$ cat src/hw/ssr_map.svh
`ifndef SSR_MAP_SVH
`define SSR_MAP_SVH
`define SSR_STB_RAMP 7
`define SSR_STB_RQS 6
`define SSR_STB_ESB 5
`define SSR_STB_ERR 4
`define SSR_STB_ALM 3
`define SSR_STB_VALID 2
`define SSR_STB_LATCH_MASK 8'hbc
`define SSR_ESR_PON 7
`define SSR_ESR_CME 5
`define SSR_ESR_EXE 4
`define SSR_ESR_QYE 2
`define SSR_ESR_OPC 0
`define SSR_ESR_USED_MASK 8'hb5
`define SSR_ZERO_BYTE 8'h00
`define SSR_ERR_SRC_W 8
`define SSR_Q_NONE 3'h0
`define SSR_Q_STB 3'h1
`define SSR_Q_SRE 3'h2
`define SSR_Q_ESR 3'h3
`define SSR_Q_ESE 3'h4
`define SSR_Q_DATA 3'h5
`endif

$ cat src/hw/ssr_pkg.sv
package ssr_pkg;
  typedef enum logic [2:0] {
    SSR_Q_NONE_E = 3'h0,
    SSR_Q_STB_E = 3'h1,
    SSR_Q_SRE_E = 3'h2,
    SSR_Q_ESR_E = 3'h3,
    SSR_Q_ESE_E = 3'h4,
    SSR_Q_DATA_E = 3'h5
  } ssr_query_t;
  typedef enum logic [1:0] {
    SSR_IDLE = 2'b00,
    SSR_ARMED = 2'b01,
    SSR_SEND = 2'b11
  } ssr_state_t;
endpackage

$ cat src/hw/ssr_status_service_request.sv
`timescale 1ns/1ps
`include "ssr_map.svh"
// Functional notes
// - Response goes out only while addressed as talker; query never starts it.
// - Several pending queries: only the most recent one is answered.
// - Status byte has eight bits; bits 7..2 defined, bits 1 and 0 zero.
// - Service requests enabled and enabled status bit set drives SRQ low.
// - Serial poll returns status byte, then clears its latched bits.
// - Each service request mask bit except bit 6 enables its status report when one.
// - Service request only when mask bit 6 is set.
// - With requests disabled, serial polls still answer; SRQ never asserted.
// - Status byte query returns contents without clearing bits.
// - Ramp completion sets status bit 7.
// - Any event register bit set whose event enable mask bit is set makes status bit 5 set.
// - Any of eight instrument error sources sets status bit 4.
// - Alarm condition sets bit 3; each valid reading sets bit 2.
// - Event register holds bits 7,5,4,2,0; bits 1,3,6 read zero.
// - Events interrupt only when enabled and mask bit 5 set.
// - Event enable register loads the written weighting sum as mask.
// - Enable query returns enable mask; event query returns and clears.
// - Power-on sets event bit 7.
// - Uninterpretable command sets event bit 5.
// - Command beyond capabilities sets event bit 4.
// - Response lost to full output queue sets event bit 2.
// - After operation-complete command, bit 0 sets once operations finish.
module ssr_status_service_request (
  // Clock and reset
  input wire logic sys_clk_in,
  input wire logic nrst_in,
  // Instrument events, same clock domain
  input wire logic ramp_done_in,
  input wire logic [7:0] instr_error_in,
  input wire logic alarm_in,
  input wire logic valid_read_in,
  input wire logic cmd_error_in,
  input wire logic exec_error_in,
  input wire logic query_lost_in,
  input wire logic opc_cmd_in,
  input wire logic ops_pending_in,
  // Decoded commands and queries
  input wire logic sre_write_in,
  input wire logic ese_write_in,
  input wire logic [7:0] wr_data_in,
  input wire logic query_valid_in,
  input wire logic [2:0] query_sel_in,
  input wire logic [7:0] query_data_in,
  // Bus state, from the bus pins
  input wire logic talk_addr_in,
  input wire logic serial_poll_in,
  input wire logic resp_taken_in,
  // Response and poll byte
  output logic resp_valid_out,
  output logic [7:0] resp_data_out,
  output logic [7:0] poll_byte_out,
  // Open-drain SRQ: enable low while pulling the line low
  output logic srq_o_out,
  output logic srq_oe_n_out
);
  logic rst_s1_reg, rst_n_reg;
  always_ff @(posedge sys_clk_in or negedge nrst_in) begin
    if (!nrst_in) begin
      rst_s1_reg <= 1'b0;
      rst_n_reg <= 1'b0;
    end else begin
      rst_s1_reg <= 1'b1;
      rst_n_reg <= rst_s1_reg;
    end
  end

  // Bus lines come from pins, so two flops before use
  logic [2:0] bus_s1_reg, bus_s2_reg;
  always_ff @(posedge sys_clk_in or negedge rst_n_reg) begin
    if (!rst_n_reg) begin
      bus_s1_reg <= 3'h0;
      bus_s2_reg <= 3'h0;
    end else begin
      bus_s1_reg <= {talk_addr_in, serial_poll_in, resp_taken_in};
      bus_s2_reg <= bus_s1_reg;
    end
  end
  logic talk_s, poll_s, taken_s, poll_d_reg;
  assign talk_s = bus_s2_reg[2];
  assign poll_s = bus_s2_reg[1];
  assign taken_s = bus_s2_reg[0];
  always_ff @(posedge sys_clk_in or negedge rst_n_reg) begin
    if (!rst_n_reg) poll_d_reg <= 1'b0;
    else poll_d_reg <= poll_s;
  end
  logic poll_end;
  // Clear on the end of the poll so the read byte is the pre-clear value
  assign poll_end = poll_d_reg & ~poll_s;

  logic [7:0] service_request_mask_reg, event_status_mask_reg;
  always_ff @(posedge sys_clk_in or negedge rst_n_reg) begin
    if (!rst_n_reg) begin
      service_request_mask_reg <= `SSR_ZERO_BYTE;
      event_status_mask_reg <= `SSR_ZERO_BYTE;
    end else begin
      if (sre_write_in) service_request_mask_reg <= wr_data_in;
      if (ese_write_in) event_status_mask_reg <= wr_data_in;
    end
  end

  // Event register; read of the event query clears, new events win
  logic esr_read;
  logic opc_armed_reg, pon_pend_reg;
  logic [7:0] event_status_latch_reg, esr_set;
  always_comb begin
    esr_set = `SSR_ZERO_BYTE;
    esr_set[`SSR_ESR_PON] = pon_pend_reg;
    esr_set[`SSR_ESR_CME] = cmd_error_in;
    esr_set[`SSR_ESR_EXE] = exec_error_in;
    esr_set[`SSR_ESR_QYE] = query_lost_in;
    esr_set[`SSR_ESR_OPC] = opc_armed_reg & ~ops_pending_in;
  end
  always_ff @(posedge sys_clk_in or negedge rst_n_reg) begin
    if (!rst_n_reg) pon_pend_reg <= 1'b1;
    else pon_pend_reg <= 1'b0;
  end
  always_ff @(posedge sys_clk_in or negedge rst_n_reg) begin
    if (!rst_n_reg) opc_armed_reg <= 1'b0;
    else if (opc_cmd_in) opc_armed_reg <= 1'b1;
    else if (!ops_pending_in) opc_armed_reg <= 1'b0;
  end
  always_ff @(posedge sys_clk_in or negedge rst_n_reg) begin
    if (!rst_n_reg) event_status_latch_reg <= `SSR_ZERO_BYTE;
    else if (esr_read)
      event_status_latch_reg <= esr_set & `SSR_ESR_USED_MASK;
    else
      event_status_latch_reg <= (event_status_latch_reg | esr_set)
                                & `SSR_ESR_USED_MASK;
  end

  // Status byte latches; serial poll end clears, set wins
  logic [7:0] stb_latch_reg, stb_set, service_status_summary;
  always_comb begin
    stb_set = `SSR_ZERO_BYTE;
    stb_set[`SSR_STB_RAMP] = ramp_done_in;
    stb_set[`SSR_STB_ERR] = |instr_error_in;
    stb_set[`SSR_STB_ALM] = alarm_in;
    stb_set[`SSR_STB_VALID] = valid_read_in;
  end
  always_ff @(posedge sys_clk_in or negedge rst_n_reg) begin
    if (!rst_n_reg) stb_latch_reg <= `SSR_ZERO_BYTE;
    else if (poll_end) stb_latch_reg <= stb_set;
    else stb_latch_reg <= stb_latch_reg | stb_set;
  end
  logic esb, enabled_any, srq_req;
  logic [7:0] report_bits;
  assign esb = |(event_status_latch_reg & event_status_mask_reg);
  always_comb begin
    report_bits = stb_latch_reg & `SSR_STB_LATCH_MASK;
    report_bits[`SSR_STB_ESB] = esb;
  end
  // Summary bit 6 is kept apart so the request never feeds back into itself
  always_comb begin
    service_status_summary = report_bits;
    service_status_summary[`SSR_STB_RQS] = srq_req;
  end
  // Mask bit 6 is the master enable, so it is kept out of the report set
  assign enabled_any = |(report_bits & service_request_mask_reg
                         & `SSR_STB_LATCH_MASK);
  assign srq_req = service_request_mask_reg[`SSR_STB_RQS] & enabled_any;

  always_ff @(posedge sys_clk_in or negedge rst_n_reg) begin
    if (!rst_n_reg) begin
      srq_o_out <= 1'b1;
      srq_oe_n_out <= 1'b1;
    end else begin
      srq_o_out <= ~srq_req;
      srq_oe_n_out <= ~srq_req;
    end
  end
  always_ff @(posedge sys_clk_in or negedge rst_n_reg) begin
    if (!rst_n_reg) poll_byte_out <= `SSR_ZERO_BYTE;
    else poll_byte_out <= service_status_summary;
  end

  // Query capture: a new query overwrites the pending one
  ssr_pkg::ssr_query_t pend_q_reg;
  logic [7:0] pend_data_reg;
  ssr_pkg::ssr_state_t state_reg;
  always_ff @(posedge sys_clk_in or negedge rst_n_reg) begin
    if (!rst_n_reg) begin
      pend_q_reg <= ssr_pkg::SSR_Q_NONE_E;
      pend_data_reg <= `SSR_ZERO_BYTE;
    end else if (query_valid_in) begin
      pend_q_reg <= ssr_pkg::ssr_query_t'(query_sel_in);
      pend_data_reg <= query_data_in;
    end else if (state_reg == ssr_pkg::SSR_ARMED && talk_s) begin
      pend_q_reg <= ssr_pkg::SSR_Q_NONE_E;
    end
  end

  function automatic logic [7:0] ssr_answer(input logic [2:0] q,
      input logic [7:0] stb, input logic [7:0] service_request_mask, input logic [7:0] event_status_latch,
      input logic [7:0] event_status_mask, input logic [7:0] dat);
    case (q)
      `SSR_Q_STB: ssr_answer = stb;
      `SSR_Q_SRE: ssr_answer = service_request_mask;
      `SSR_Q_ESR: ssr_answer = event_status_latch;
      `SSR_Q_ESE: ssr_answer = event_status_mask;
      `SSR_Q_DATA: ssr_answer = dat;
      default: ssr_answer = `SSR_ZERO_BYTE;
    endcase
  endfunction

  assign esr_read = state_reg == ssr_pkg::SSR_ARMED && talk_s
                    && !query_valid_in
                    && pend_q_reg == ssr_pkg::SSR_Q_ESR_E;

  always_ff @(posedge sys_clk_in or negedge rst_n_reg) begin
    if (!rst_n_reg) begin
      state_reg <= ssr_pkg::SSR_IDLE;
      resp_data_out <= `SSR_ZERO_BYTE;
    end else begin
      case (state_reg)
        ssr_pkg::SSR_IDLE: begin
          if (query_valid_in) state_reg <= ssr_pkg::SSR_ARMED;
        end
        ssr_pkg::SSR_ARMED: begin
          if (talk_s && !query_valid_in) begin
            state_reg <= ssr_pkg::SSR_SEND;
            // status byte read leaves its latches alone
            resp_data_out <= ssr_answer(pend_q_reg, service_status_summary,
                service_request_mask_reg, event_status_latch_reg,
                event_status_mask_reg, pend_data_reg);
          end
        end
        ssr_pkg::SSR_SEND: begin
          if (taken_s || !talk_s) state_reg <= ssr_pkg::SSR_IDLE;
        end
        default: state_reg <= ssr_pkg::SSR_IDLE;
      endcase
    end
  end
  assign resp_valid_out = state_reg == ssr_pkg::SSR_SEND && talk_s;
endmodule

$ cat config.mk
export PLATFORM = sky130hd
export DESIGN_NAME = ssr_status_service_request
export DESIGN_NICKNAME = d
export VERILOG_FILES = /design/src/hw/ssr_pkg.sv /design/src/hw/ssr_status_service_request.sv
export VERILOG_INCLUDE_DIRS = /design/src /design/src/hw
export SDC_FILE = /design/constraint.sdc
export NUM_CORES = 1
export LEC_CHECK = 0
export BUFFER_PORTS_ARGS = -buffer_cell sky130_fd_sc_hd__buf_2
export CAP_MARGIN = 20
export CORE_UTILIZATION = 47
export DETAILED_ROUTE_END_ITERATION = 10
export PLACE_DENSITY = 0.76
export REMOVE_ABC_BUFFERS = 1
export SETUP_SLACK_MARGIN = 0.1
export SLEW_MARGIN = 20
export SYNTH_ARGS = -nofsm -noshare
export SYNTH_HDL_FRONTEND = slang
export SYNTH_SLANG_ARGS = --single-unit
$ cat constraint.sdc
create_clock -name sys_clk_in -period 1.7 [get_ports sys_clk_in]
set_input_delay 0.34 -clock sys_clk_in [delete_from_list [all_inputs] [get_ports sys_clk_in]]
set_output_delay 0.34 -clock sys_clk_in [all_outputs]
set_load 0.05 [all_outputs]
---- Word level (Yosys, flattened, before mapping) ----
Index checks and enable logic that the tools add are counted.
Widths: inputs -> output; s select.
cells by class
  bitwise logic cells ..................... 10
  eq/ne operators ......................... 11
  reduce and logical (&&, ||, !) cells .... 15
  div/mod/pow operators ................... 0
  order comparisons ....................... 0
  multipliers ............................. 0
  shift operators ......................... 0
  add/sub/neg operators ................... 0
  mux-type cells .......................... 11
operators with widths
  kind                count
  $pmux 8 s5          1
  $and 8x8->8         2
  $mux 8              2
  $or 8x8->8          2
  $reduce_or 8->1     2
  $eq 3x2->1 const B  2
  $eq 3x3->1 const B  2
  $mux 2              3
  $mux 3              2
  $ne 2x2->1 const B  3
  $pmux 2 s3          1
  $logic_and 1x1->1   5
  $reduce_or 5->1     1
  $and 1x1->1         3
  $eq 3x1->1 const B  1
  $not 1->1           3
  $reduce_and 3->1    1
  $eq 2x1->1 const B  1
  $eq 2x2->1 const B  1
  $logic_not 1->1     2
  $logic_not 2->1     1
  $mux 1              2
  $ne 2x1->1 const B  1
  $reduce_and 2->1    1
  2 further kinds     2
storage, ports and cells
  bits in writable memories ............... 0
  word-level logic and storage cells ...... 64
  bits of input ports ..................... 43
  bits in registers ....................... 71
  output and inout port bits .............. 19
  memory bits (read-only) ................. 0
  memories kept ........................... 0
  bits in latches ......................... 0

---- Logic depth before layout (Yosys ltp) ----
Gate-level depths: netlist of run 1.
  depth in word-level cells ............... 6
  gate-level depth with buffers ........... 6

---- Worst setup path after synthesis of run 1 ----
No wires, ideal clock.
  path kind ............................... input port to flip-flop
  start ................................... input query_valid_in
  end ..................................... register resp_data_out[0]
  stages on the path ...................... 6
  path slack .............................. 230 ps
  setup time .............................. 95 ps
  buffers on the path ..................... 2
  required time ........................... 1605 ps
  arrival ................................. 1375 ps
  path through ............................ buf_6 > nand4bb_1 > buf_6 > a211oi_4 > inv_2 > o31ai_1
between the ends
  cells in the longest elaborated chain, start to end .. 3
RTL lines
  element                            line                               text
  from (decl)                        ssr_status_service_request.sv:44   input wire logic query_valid_in,
  $logic_not 1->1                    ssr_status_service_request.sv:222  if (talk_s && !query_valid_in) begin
  $logic_and 1x1->1                  ssr_status_service_request.sv:222
  $reduce_and 2->1 (no source line)  --
  to (signal assigned)               ssr_status_service_request.sv:215  resp_data_out <= `SSR_ZERO_BYTE;
  to (signal assigned)               ssr_status_service_request.sv:225  resp_data_out <= ssr_answer(pend_q_reg, service_status_summary,
  to (decl)                          ssr_status_service_request.sv:53   output logic [7:0] resp_data_out,
Every way passes these cells.
A chain may end at the register's enable or synchronous reset.

---- Final worst setup path of run 1 ----
  start ................................... register pend_q_reg[2]
  end ..................................... register resp_data_out[0]
between the ends
  cells in the longest elaborated chain, start to end .. 2
RTL lines
  element                             line                               text
  from (decl)                         ssr_status_service_request.sv:180  ssr_pkg::ssr_query_t pend_q_reg;
  from (signal assigned)              ssr_status_service_request.sv:185  pend_q_reg <= ssr_pkg::SSR_Q_NONE_E;
  from (signal assigned)              ssr_status_service_request.sv:188  pend_q_reg <= ssr_pkg::ssr_query_t'(query_sel_in);
  from (signal assigned)              ssr_status_service_request.sv:191  pend_q_reg <= ssr_pkg::SSR_Q_NONE_E;
  $eq 3x3->1 (tied with other cells)  ssr_status_service_request.sv:198  case (q)
  $pmux 8 s5 *                        ssr_status_service_request.sv:198
Mark *: on every way between the ends. The rest lies on a longest branch, timed or not.

==> metrics, run 1 <==
kind of critical path reg2reg; fraction of layout cells with a size suffix above 1 43.33%; max cap viols 0; # DRC 0; Syn Inst Count 196; WP buf/inv 2; final core utilization 62.68%; Synth Warn # 0; total CTS buffers 9; sequential fraction of the synthesis area 62.45%; crit path DAT 1.75 ns; fmax 661.4 MHz; clock sinks 64; Core Region 5172 um2; synthesis-stage register bit count 64; first-pass GRT wire length 8797 um; IO Port Bufs 59; routability congestion estimate 0.7790; num ports 62; FF/Latch Area 1605 um2; CTS tree yes; Post-Syn Area 2569 um2; fin nets 308; critical path fanouts, max 10; Die Wd 75.93 um; # setup viols final 0; Setup WS pre-CTS 0.1559 ns; Final Cycle Share 88.94%; DR iter-0 viols 185; Hold Crit Class in2reg; clk buf depth 2; ANT cells 0; Post-synth ARST share 100.0%; Layout Skew 0.007458 ns; PD cells 1289 nW/um2; EDFF count, synth 0; Non-Filler Instances 340; antenna violations before repair 0; crit path max-delay cell type dfrtp_1; run status finished clean; post-route setup slack 0.1880 ns; most common cell after layout, fill and taps aside dfrtp_1; placed cells 321; area delta synth->final 26.21%; Die H 75.93 um; Fin. Hold Viols 0; cell-by-cell trace of the critical path buf_6, nor3_1, a211oi_4, inv_2, o31ai_1; DP HPWL 3866 um; total vias in the final route 1785; RSZ-0062 raised after global routing no; Synth Area per Inst 13.11 um2; peak supply drop 725.1 uV; WL final 5263 um; largest net degree at the start of global routing 48; Slew Limit Fails 0; global route overflow 0; Antenna Nets Post-Route 0; vias in the first global route 1820; Fillers 410; min Tclk post-route 1.512 ns; DRT Pass-1 Iters 4; clock slew seen by the registers of the worst setup and hold paths 0.07 ns; die area 5765 um2; via/cell ratio 5.250; startpoint types flop; std cell rows 26; clk root buf clkbuf_8; Clk Latency, worst-skew pair 0.33 ns; ys flop type dfrtp_1; LEAKAGE 0.001468 uW; crit end category flop; multi-input logic area 884.6 um2; post-synth cell types 37; CP peak stage delay 0.43 ns; critical path's top delay family compound AO/OA/AOI/OAI gates; DR WL/cell 15.48 um; WP data required 1.94 ns; all-layer global routing usage 20.17%; most frequent cells in the layout dfrtp_1, buf_2, mux2_2; Initial Util 49.66%; H-Tree Depth 3
cells in the mapped netlist (4+ instances only):
library cell  number  area, um2
dfrtp_1           62       1551
mux2_2            24      270.3
nand2_1           15      56.30
a21o_1             8      60.06
clkbuf_1           8      30.03
o21ai_0            7      35.03
a22oi_1            5      37.54
inv_1              5      18.77
a221oi_1           4      35.03
mux2i_1            4      40.04
nand3_1            4      20.02
o211ai_1           4      30.03
final timing paths:
path	cells after the start	start	slack, ns	end
max reg2reg	5	pend_q_reg[2]	0.19	resp_data_out[0]
min reg2reg	0	rst_n_reg	0.18	bus_s2_reg[1]
max in group asynchronous	1	rst_n_reg	0.90	srq_oe_n_out
min	1	serial_poll_in	0.11	bus_s1_reg[1]
min in group asynchronous	0	rst_n_reg	0.18	bus_s2_reg[1]
max	5	pend_q_reg[2]	0.19	resp_data_out[0]
metal layers:
metal	wire length, um	vias up	GRT usage, %
li1	-	842	-
met1	2472	877	28.36
met2	2430	56	29.82
met3	265	10	4.578
met4	95	0	9.615
met5	0	-	0
layout make-up:
type	instances	area share [%]
timing repair buffer	70	12.31
clock inverter	7	3.667
inverter	6	0.6947
multi-input combinational	114	27.29
clock buffer	9	3.821
tap	70	2.702
sequential	64	49.52
worst reg2reg max path: cells and delay by family (launching register included):
| family | cells | cell delay (ns) |
|---|---|---|
| buffers and inverters | 2 | 0.26 |
| AO/OA/AOI/OAI | 2 | 0.64 |
| flip-flops | 1 | 0.43 |
| AND/OR/NAND/NOR | 1 | 0.09 |
kinds of logic (layout without fill, tap and decap cells):
| logic type | after synthesis | count (layout) | share of synthesized area [%] |
|---|---|---|---|
| compound gates | 47 | 47 | 14.22 |
| buf+inv | 20 | 92 | 3.994 |
| flops | 64 | 64 | 62.45 |
| mux | 28 | 28 | 12.08 |
| other cells | 2 | 4 | 0.2924 |
| simple gates | 35 | 35 | 6.965 |
what timing repair did:
action / CTS / global route
resized for setup: 2 / 3
hold buffers: 1 / 0
buffers inserted: 0 / 2
endpoints found under the setup margin: 1 / 6
endpoints found under the hold margin: 2 / 0
pin swaps: 0 / 1
per-stage QoR:
step | total power, uW | setup TNS (ns) | hold WS [ns] | area (um2)
2_1_floorplan | 2371 | -12.63 | 0.04441 | 2496
3_3_place_gp | 2626 | 0 | 0.1245 | 2953
3_5_place_dp | 2644 | 0 | 0.1270 | 2953
4_1_cts | 4203 | 0 | 0.1015 | 3218
5_1_grt | 4354 | 0 | 0.09626 | 3242
6_report | 4179 | 0 | 0.1117 | 3242
power breakdown:
part / switching (uW) / internal [uW]
logic: 533 / 288
clock network: 571 / 975
registers: 120 / 1690
total: 1220 / 2960
Note: power is estimated with default switching activity, not from simulation.
==> run 2: changes to the inputs <==
Settings changed: GPL_TIMING_DRIVEN set to 0, SETUP_SLACK_MARGIN 0.1 to 0.5.
==> run 2 against run 1 <==
Via count is 9.5% higher. Count of clock-buffer cells in the layout is 2 higher. Global-route usage is 2.9 points higher. Critical path depth is 1 lower. Highest routed layer unchanged.
==> metrics, run 2 (synthesized netlist as in run 1, its figures left out) <==
run status finished clean; WP data required 1.93 ns (about the same); Internal Power 3098 uW (+4.8%); Clk Latency, worst-skew pair 0.35 ns (+0.02 ns); DRT Pass-1 Iters 5 (+1); critical path fanouts, max 7 (-3); Core Region 5172 um2 (unchanged); Min-Delay Endpoint bus_s1_reg[1]; switch share 29.98% (+0.70 points); most frequent cells in the layout dfrtp_1, buf_2, buf_4; PD cells 1209 nW/um2 (-6.2%); Slew Limit Fails 0 (unchanged); fmax 703.6 MHz (+6.4%); DR iter-0 viols 99 (-46%); # setup viols final 0 (unchanged); ANT cells 0 (unchanged); Antenna Nets Post-Route 0 (unchanged); clk root buf clkbuf_8; global route overflow 0 (unchanged); multi-input logic area 985.9 um2 (+11%); antenna violations before repair 0 (unchanged); # DRC 0 (unchanged); kind of critical path reg2reg; RSZ-0062 raised after global routing yes; min Tclk post-route 1.421 ns (-0.09068 ns); clock share of power 32.4% (-4.6 points); Hold Path Depth 1 (unchanged); Final Cycle Share 83.61% (-5.3 points); CTS tree yes; combinational share of power 25.5% (+5.9 points); via/cell ratio 5.356 (+2.0%); Seq pwr share 42.0% (-1.4 points); LEAKAGE 0.001634 uW (+11%); most common cell after layout, fill and taps aside dfrtp_1; final setup TNS 0 ns (unchanged); first-pass GRT wire length 10050 um (+14%); largest net degree at the start of global routing 33 (-31%); crit end category flop; max cap viols 0 (unchanged); total CTS buffers 9 (unchanged); DP HPWL 3696 um (-4.4%); num ports 62 (unchanged); dpl cell area 2903 um2 (-1.7%); hold path start serial_poll_in; clock slew seen by the registers of the worst setup and hold paths 0.07 ns (about the same); startpoint types flop; FF/Latch Area 1618 um2 (+0.78%); met2 usage 36.36% (+6.5 points); Initial Util 49.66% (unchanged); Setup WS pre-CTS -0.3759 ns (-0.5318 ns); Layout Skew 0.005202 ns (-0.002256 ns); total power 4425 uW (+5.9%); reg2reg end resp_data_out[5]; Die H 75.93 um (unchanged); clock sinks 64 (unchanged); GR peak layer met2; Fin. Hold Viols 0 (unchanged); all-layer global routing usage 23.08% (+2.9 points); reg2reg setup slack 0.28 ns (+0.09 ns); fraction of layout cells with a size suffix above 1 53.22% (+9.9 points); grt met1 use 30.15% (+1.8 points); GR Layer Usage met3 6.867% (+2.3 points); post-route setup slack 0.2787 ns (+0.09068 ns); area delta synth->final 42.43%; Finished Cell Area 3659 um2 (+13%); routability congestion estimate 0.7311 (-6.1%); clk buf depth 2 (unchanged); R2R cell count 4 (-1); Switch Pwr 1326 uW (+8.4%); Fillers 342 (-17%); DR WL/cell 16.78 um (+8.4%); Die Wd 75.93 um (unchanged); Hold Crit Class in2reg; H-Tree Depth 3 (unchanged); IO Port Bufs 59 (unchanged); WL final 6123 um (+16%); crit path DAT 1.66 ns (-0.09 ns); peak supply drop 853.3 uV (+18%); die area 5765 um2 (unchanged); fin nets 333 (+8.1%); total vias in the final route 1955 (+9.5%); Worst R2R Start pend_q_reg[2]; std cell rows 26 (unchanged); vias in the first global route 2026 (+11%)
==> run 2: changes by cell type in the layout (fill, tap and decap cells not counted), sizes merged <==
cell    before  now
inv          7    6
buf         68   92
bufinv       3    2
nor2b        3    5
clkbuf      10   11
==> run 2: final cells by class <==
type                    count  share of cell area [%]
clock buffers              11                   3.865
clock inverters             5                   2.189
inverters                   6                  0.6156
multi-input cells         116                   26.95
flip-flops and latches     64                   44.22
well taps                  70                   2.394
repair buffers             93                   19.77
==> run 2: metrics by stage <==
step / hold WS [ns] / utilization [%] / instances
4_1_cts: 0.08342 / 69.30 / 360
5_1_grt: 0.07806 / 70.73 / 365
2_1_floorplan: 0.04441 / - / 184
3_3_place_gp: 0.1248 / 55.66 / 313
6_report: 0.09403 / 70.73 / 365
3_5_place_dp: 0.1274 / 56.12 / 314
==> run 2: how the worst max path moves through the flow <==
stage                              start               end  slack [ns]
after global placement         rst_n_reg      state_reg[1]       -0.82
after floorplan                rst_n_reg     bus_s1_reg[0]       -0.21
final                      pend_q_reg[2]  resp_data_out[5]        0.28
after detailed placement  query_valid_in  resp_data_out[0]       -0.38
after CTS                   state_reg[1]    resp_valid_out        0.28
after global routing       pend_q_reg[2]  resp_data_out[5]        0.20
==> run 2: worst max-delay path, stage by stage (launching register included) <==
cell,delay (ns)
dfrtp_4,0.55
nor2b_2,0.21
a221oi_2,0.26
a2bb2oi_1,0.22
o21ai_1,0.07
==> run 2: what timing repair did <==
action	CTS	global route
gates resized for setup	61	10
cloned	2	0
setup buffers	27	5
endpoints found under the hold margin	2	0
hold buffers	1	0
endpoints found under the setup margin	33	33
pin swaps	17	3
==> run 2: per-layer routing <==
metal | wire, um | share of wire (%) | vias up
met3 | 276 | 4.5 | 12
li1 | - | - | 900
met2 | 3032 | 50 | 69
met5 | 0 | 0 | -
met4 | 133 | 2.2 | 0
met1 | 2680 | 44 | 974
==> run 2: power by group through the flow <==
stage	combinational (uW)	sequential, uW	clock, uW
finish	1130	1860	1440
global route	1190	1880	1520
CTS	1060	1850	1460
detailed placement	743	1870	0
global placement	710	1870	0
floorplan	265	2110	0
==> run 3: changes to the inputs <==
Settings changed: CORE_UTILIZATION 47 to 52, PLACE_DENSITY 0.76 to 0.8.
Clock period 1.7 ns to 1.4 ns, I/O delays scaled along.
==> run 3 against run 2 <==
The run now ends with setup timing left. Fmax down 3.8%. Largest cell class unchanged. Global-route usage up 2.1 points. Die area down 9.4%. Register-to-register slack worse by 0.36 ns. Flip-flop and latch count unchanged. Largest power group unchanged. Critical path depth up 1.
==> metrics, run 3 (synthesized netlist as in run 1, its figures left out) <==
run status finished, violations left; violated checks setup timing; WP data required 1.64 ns (-0.29 ns); DRT Pass-1 Iters 4 (-1); WL final 6393 um (+4.4%); largest net degree at the start of global routing 40 (+21%); clk buf depth 2 (unchanged); min Tclk post-route 1.477 ns (+0.05564 ns); fin nets 334 (+0.30%); PD cells 1386 nW/um2 (+15%); peak supply drop 837.2 uV (-1.9%); num ports 62 (unchanged); Non-Filler Instances 361 (-1.1%); DR WL/cell 17.71 um (+5.6%); Hold Path Depth 1 (unchanged); routability congestion estimate 0.7652 (+4.7%); clock slew seen by the registers of the worst setup and hold paths 0.06 ns (about the same); placed cells 311 (-0.96%); crit path DAT 1.71 ns (+0.05 ns); DR iter-0 viols 136 (+37%); hold path start serial_poll_in; critical path fanouts, max 5 (-2); via/cell ratio 5.515 (+3.0%); RSZ-0062 raised after global routing yes; Core Region 4723 um2 (-8.7%); H-Tree Depth 3 (unchanged); global route overflow 0 (unchanged); Final Cycle Share 105.5% (+22 points); antenna violations before repair 0 (unchanged); clock sinks 64 (unchanged); area delta synth->final 41.40%; Initial Util 54.38% (+4.7 points); startpoint types flop; Clk Latency, worst-skew pair 0.33 ns (-0.02 ns); FF/Latch Area 1614 um2 (-0.23%); die area 5225 um2 (-9.4%); crit end category flop; vias in the first global route 1945 (-4.0%); IO Port Bufs 59 (unchanged); Setup WS pre-CTS -0.6549 ns (-0.2790 ns); multi-input logic area 1005 um2 (+1.9%); Worst R2R Start state_reg[1]; std cell rows 25 (-3.8%); post-route setup slack -0.07695 ns (-0.3556 ns); Die H 72.29 um (-4.8%); Min-Delay Endpoint bus_s1_reg[1]; most common cell after layout, fill and taps aside dfrtp_1; all-layer global routing usage 25.20% (+2.1 points); clk root buf clkbuf_8; Layout Skew 0.01069 ns (+0.005487 ns); Die Wd 72.29 um (-4.8%); reg2reg setup slack -0.08 ns (-0.36 ns); reg2reg end resp_data_out[6]; total vias in the final route 1991 (+1.8%); kind of critical path reg2reg; CTS tree yes; max cap viols 0 (unchanged); total CTS buffers 9 (unchanged); Hold Crit Class in2reg; # setup viols final 5 (+5); Antenna Nets Post-Route 0 (unchanged); Slew Limit Fails 0 (unchanged); R2R cell count 5 (+1); first-pass GRT wire length 9570 um (-4.7%); Fin. Hold Viols 0 (unchanged); ANT cells 0 (unchanged); most frequent cells in the layout dfrtp_1, buf_2, buf_6; LEAKAGE 0.001639 uW (+0.31%); DP HPWL 3581 um (-3.1%); fmax 677.1 MHz (-3.8%); # DRC 0 (unchanged); Fillers 261 (-24%); fraction of layout cells with a size suffix above 1 53.06% (-0.16 points)
## run 3: cell types whose count changed in the layout (fill, tap and decap cells not counted), sizes merged
cell      change
clkbuf        +3
bufinv        -2
clkinvlp      -2
buf           +1
clkinv        -1
## run 3: report_power, final
group	switching (uW)	internal, uW	leakage [uW]
clock network	631	770	0.0000886
logic	725	645	0.000829
registers	202	2060	0.000721
total	1560	3480	0.00164
## run 3: how the worst max path moves through the flow
stage / startpoint / end / slack [ns] / cells past startpoint
floorplan: rst_n_reg / bus_s1_reg[0] / -0.51 / 0
global placement: rst_n_reg / state_reg[1] / -1.10 / 0
detailed placement: query_valid_in / resp_data_out[0] / -0.65 / 5
CTS: pend_q_reg[2] / resp_data_out[2] / 0.02 / 4
global route: state_reg[0] / resp_data_out[6] / -0.14 / 6
finish: state_reg[1] / resp_data_out[6] / -0.08 / 5
## run 3: worst max-delay path, cell delays in order, from the launching register on
cell and delay [ns]:
dfrtp_1 0.42, nand4bb_4 0.29, a211oi_4 0.26, buf_6 0.17, nand2_2 0.04, o211ai_1 0.21
## run 3: what timing repair did
action / 4_1_cts / 5_1_grt
endpoints found under the setup margin: 37 / 43
buffers inserted: 22 / 10
hold buffers: 1 / 0
resized for setup: 54 / 28
hold endpoints to repair: 2 / 0
pin swaps: 6 / 7
gates cloned: 3 / 0
## run 3: layout make-up
type	count	share of cell area, %
Clock buffer	14	4.754
Tap cell	67	2.308
Multi-Input combinational cell	116	27.66
Timing Repair Buffer	94	20.22
Inverter	6	0.6200
Sequential cell	64	44.44
## run 3: routing by layer
metal,up-vias,global-route usage [%],routed length (um)
met2,84,40.29,3284
met3,14,7.500,312
met1,998,31.51,2666
met4,0,12.20,129
li1,895,-,-
met5,-,0,0
## run 3: through the flow
step	utilization, %	total power [uW]	setup TNS, ns	hold slack, ns	area, um2
after CTS	73.17	4869	0	0.04283	3456
after global placement	60.87	3134	-74.44	0.06507	2875
after detailed placement	61.38	3172	-7.593	0.07101	2899
after global routing	76.90	5228	-0.4918	0.03953	3632
final	76.90	5034	-0.1281	0.05922	3632
after floorplan	-	2879	-33.22	-0.01559	2496
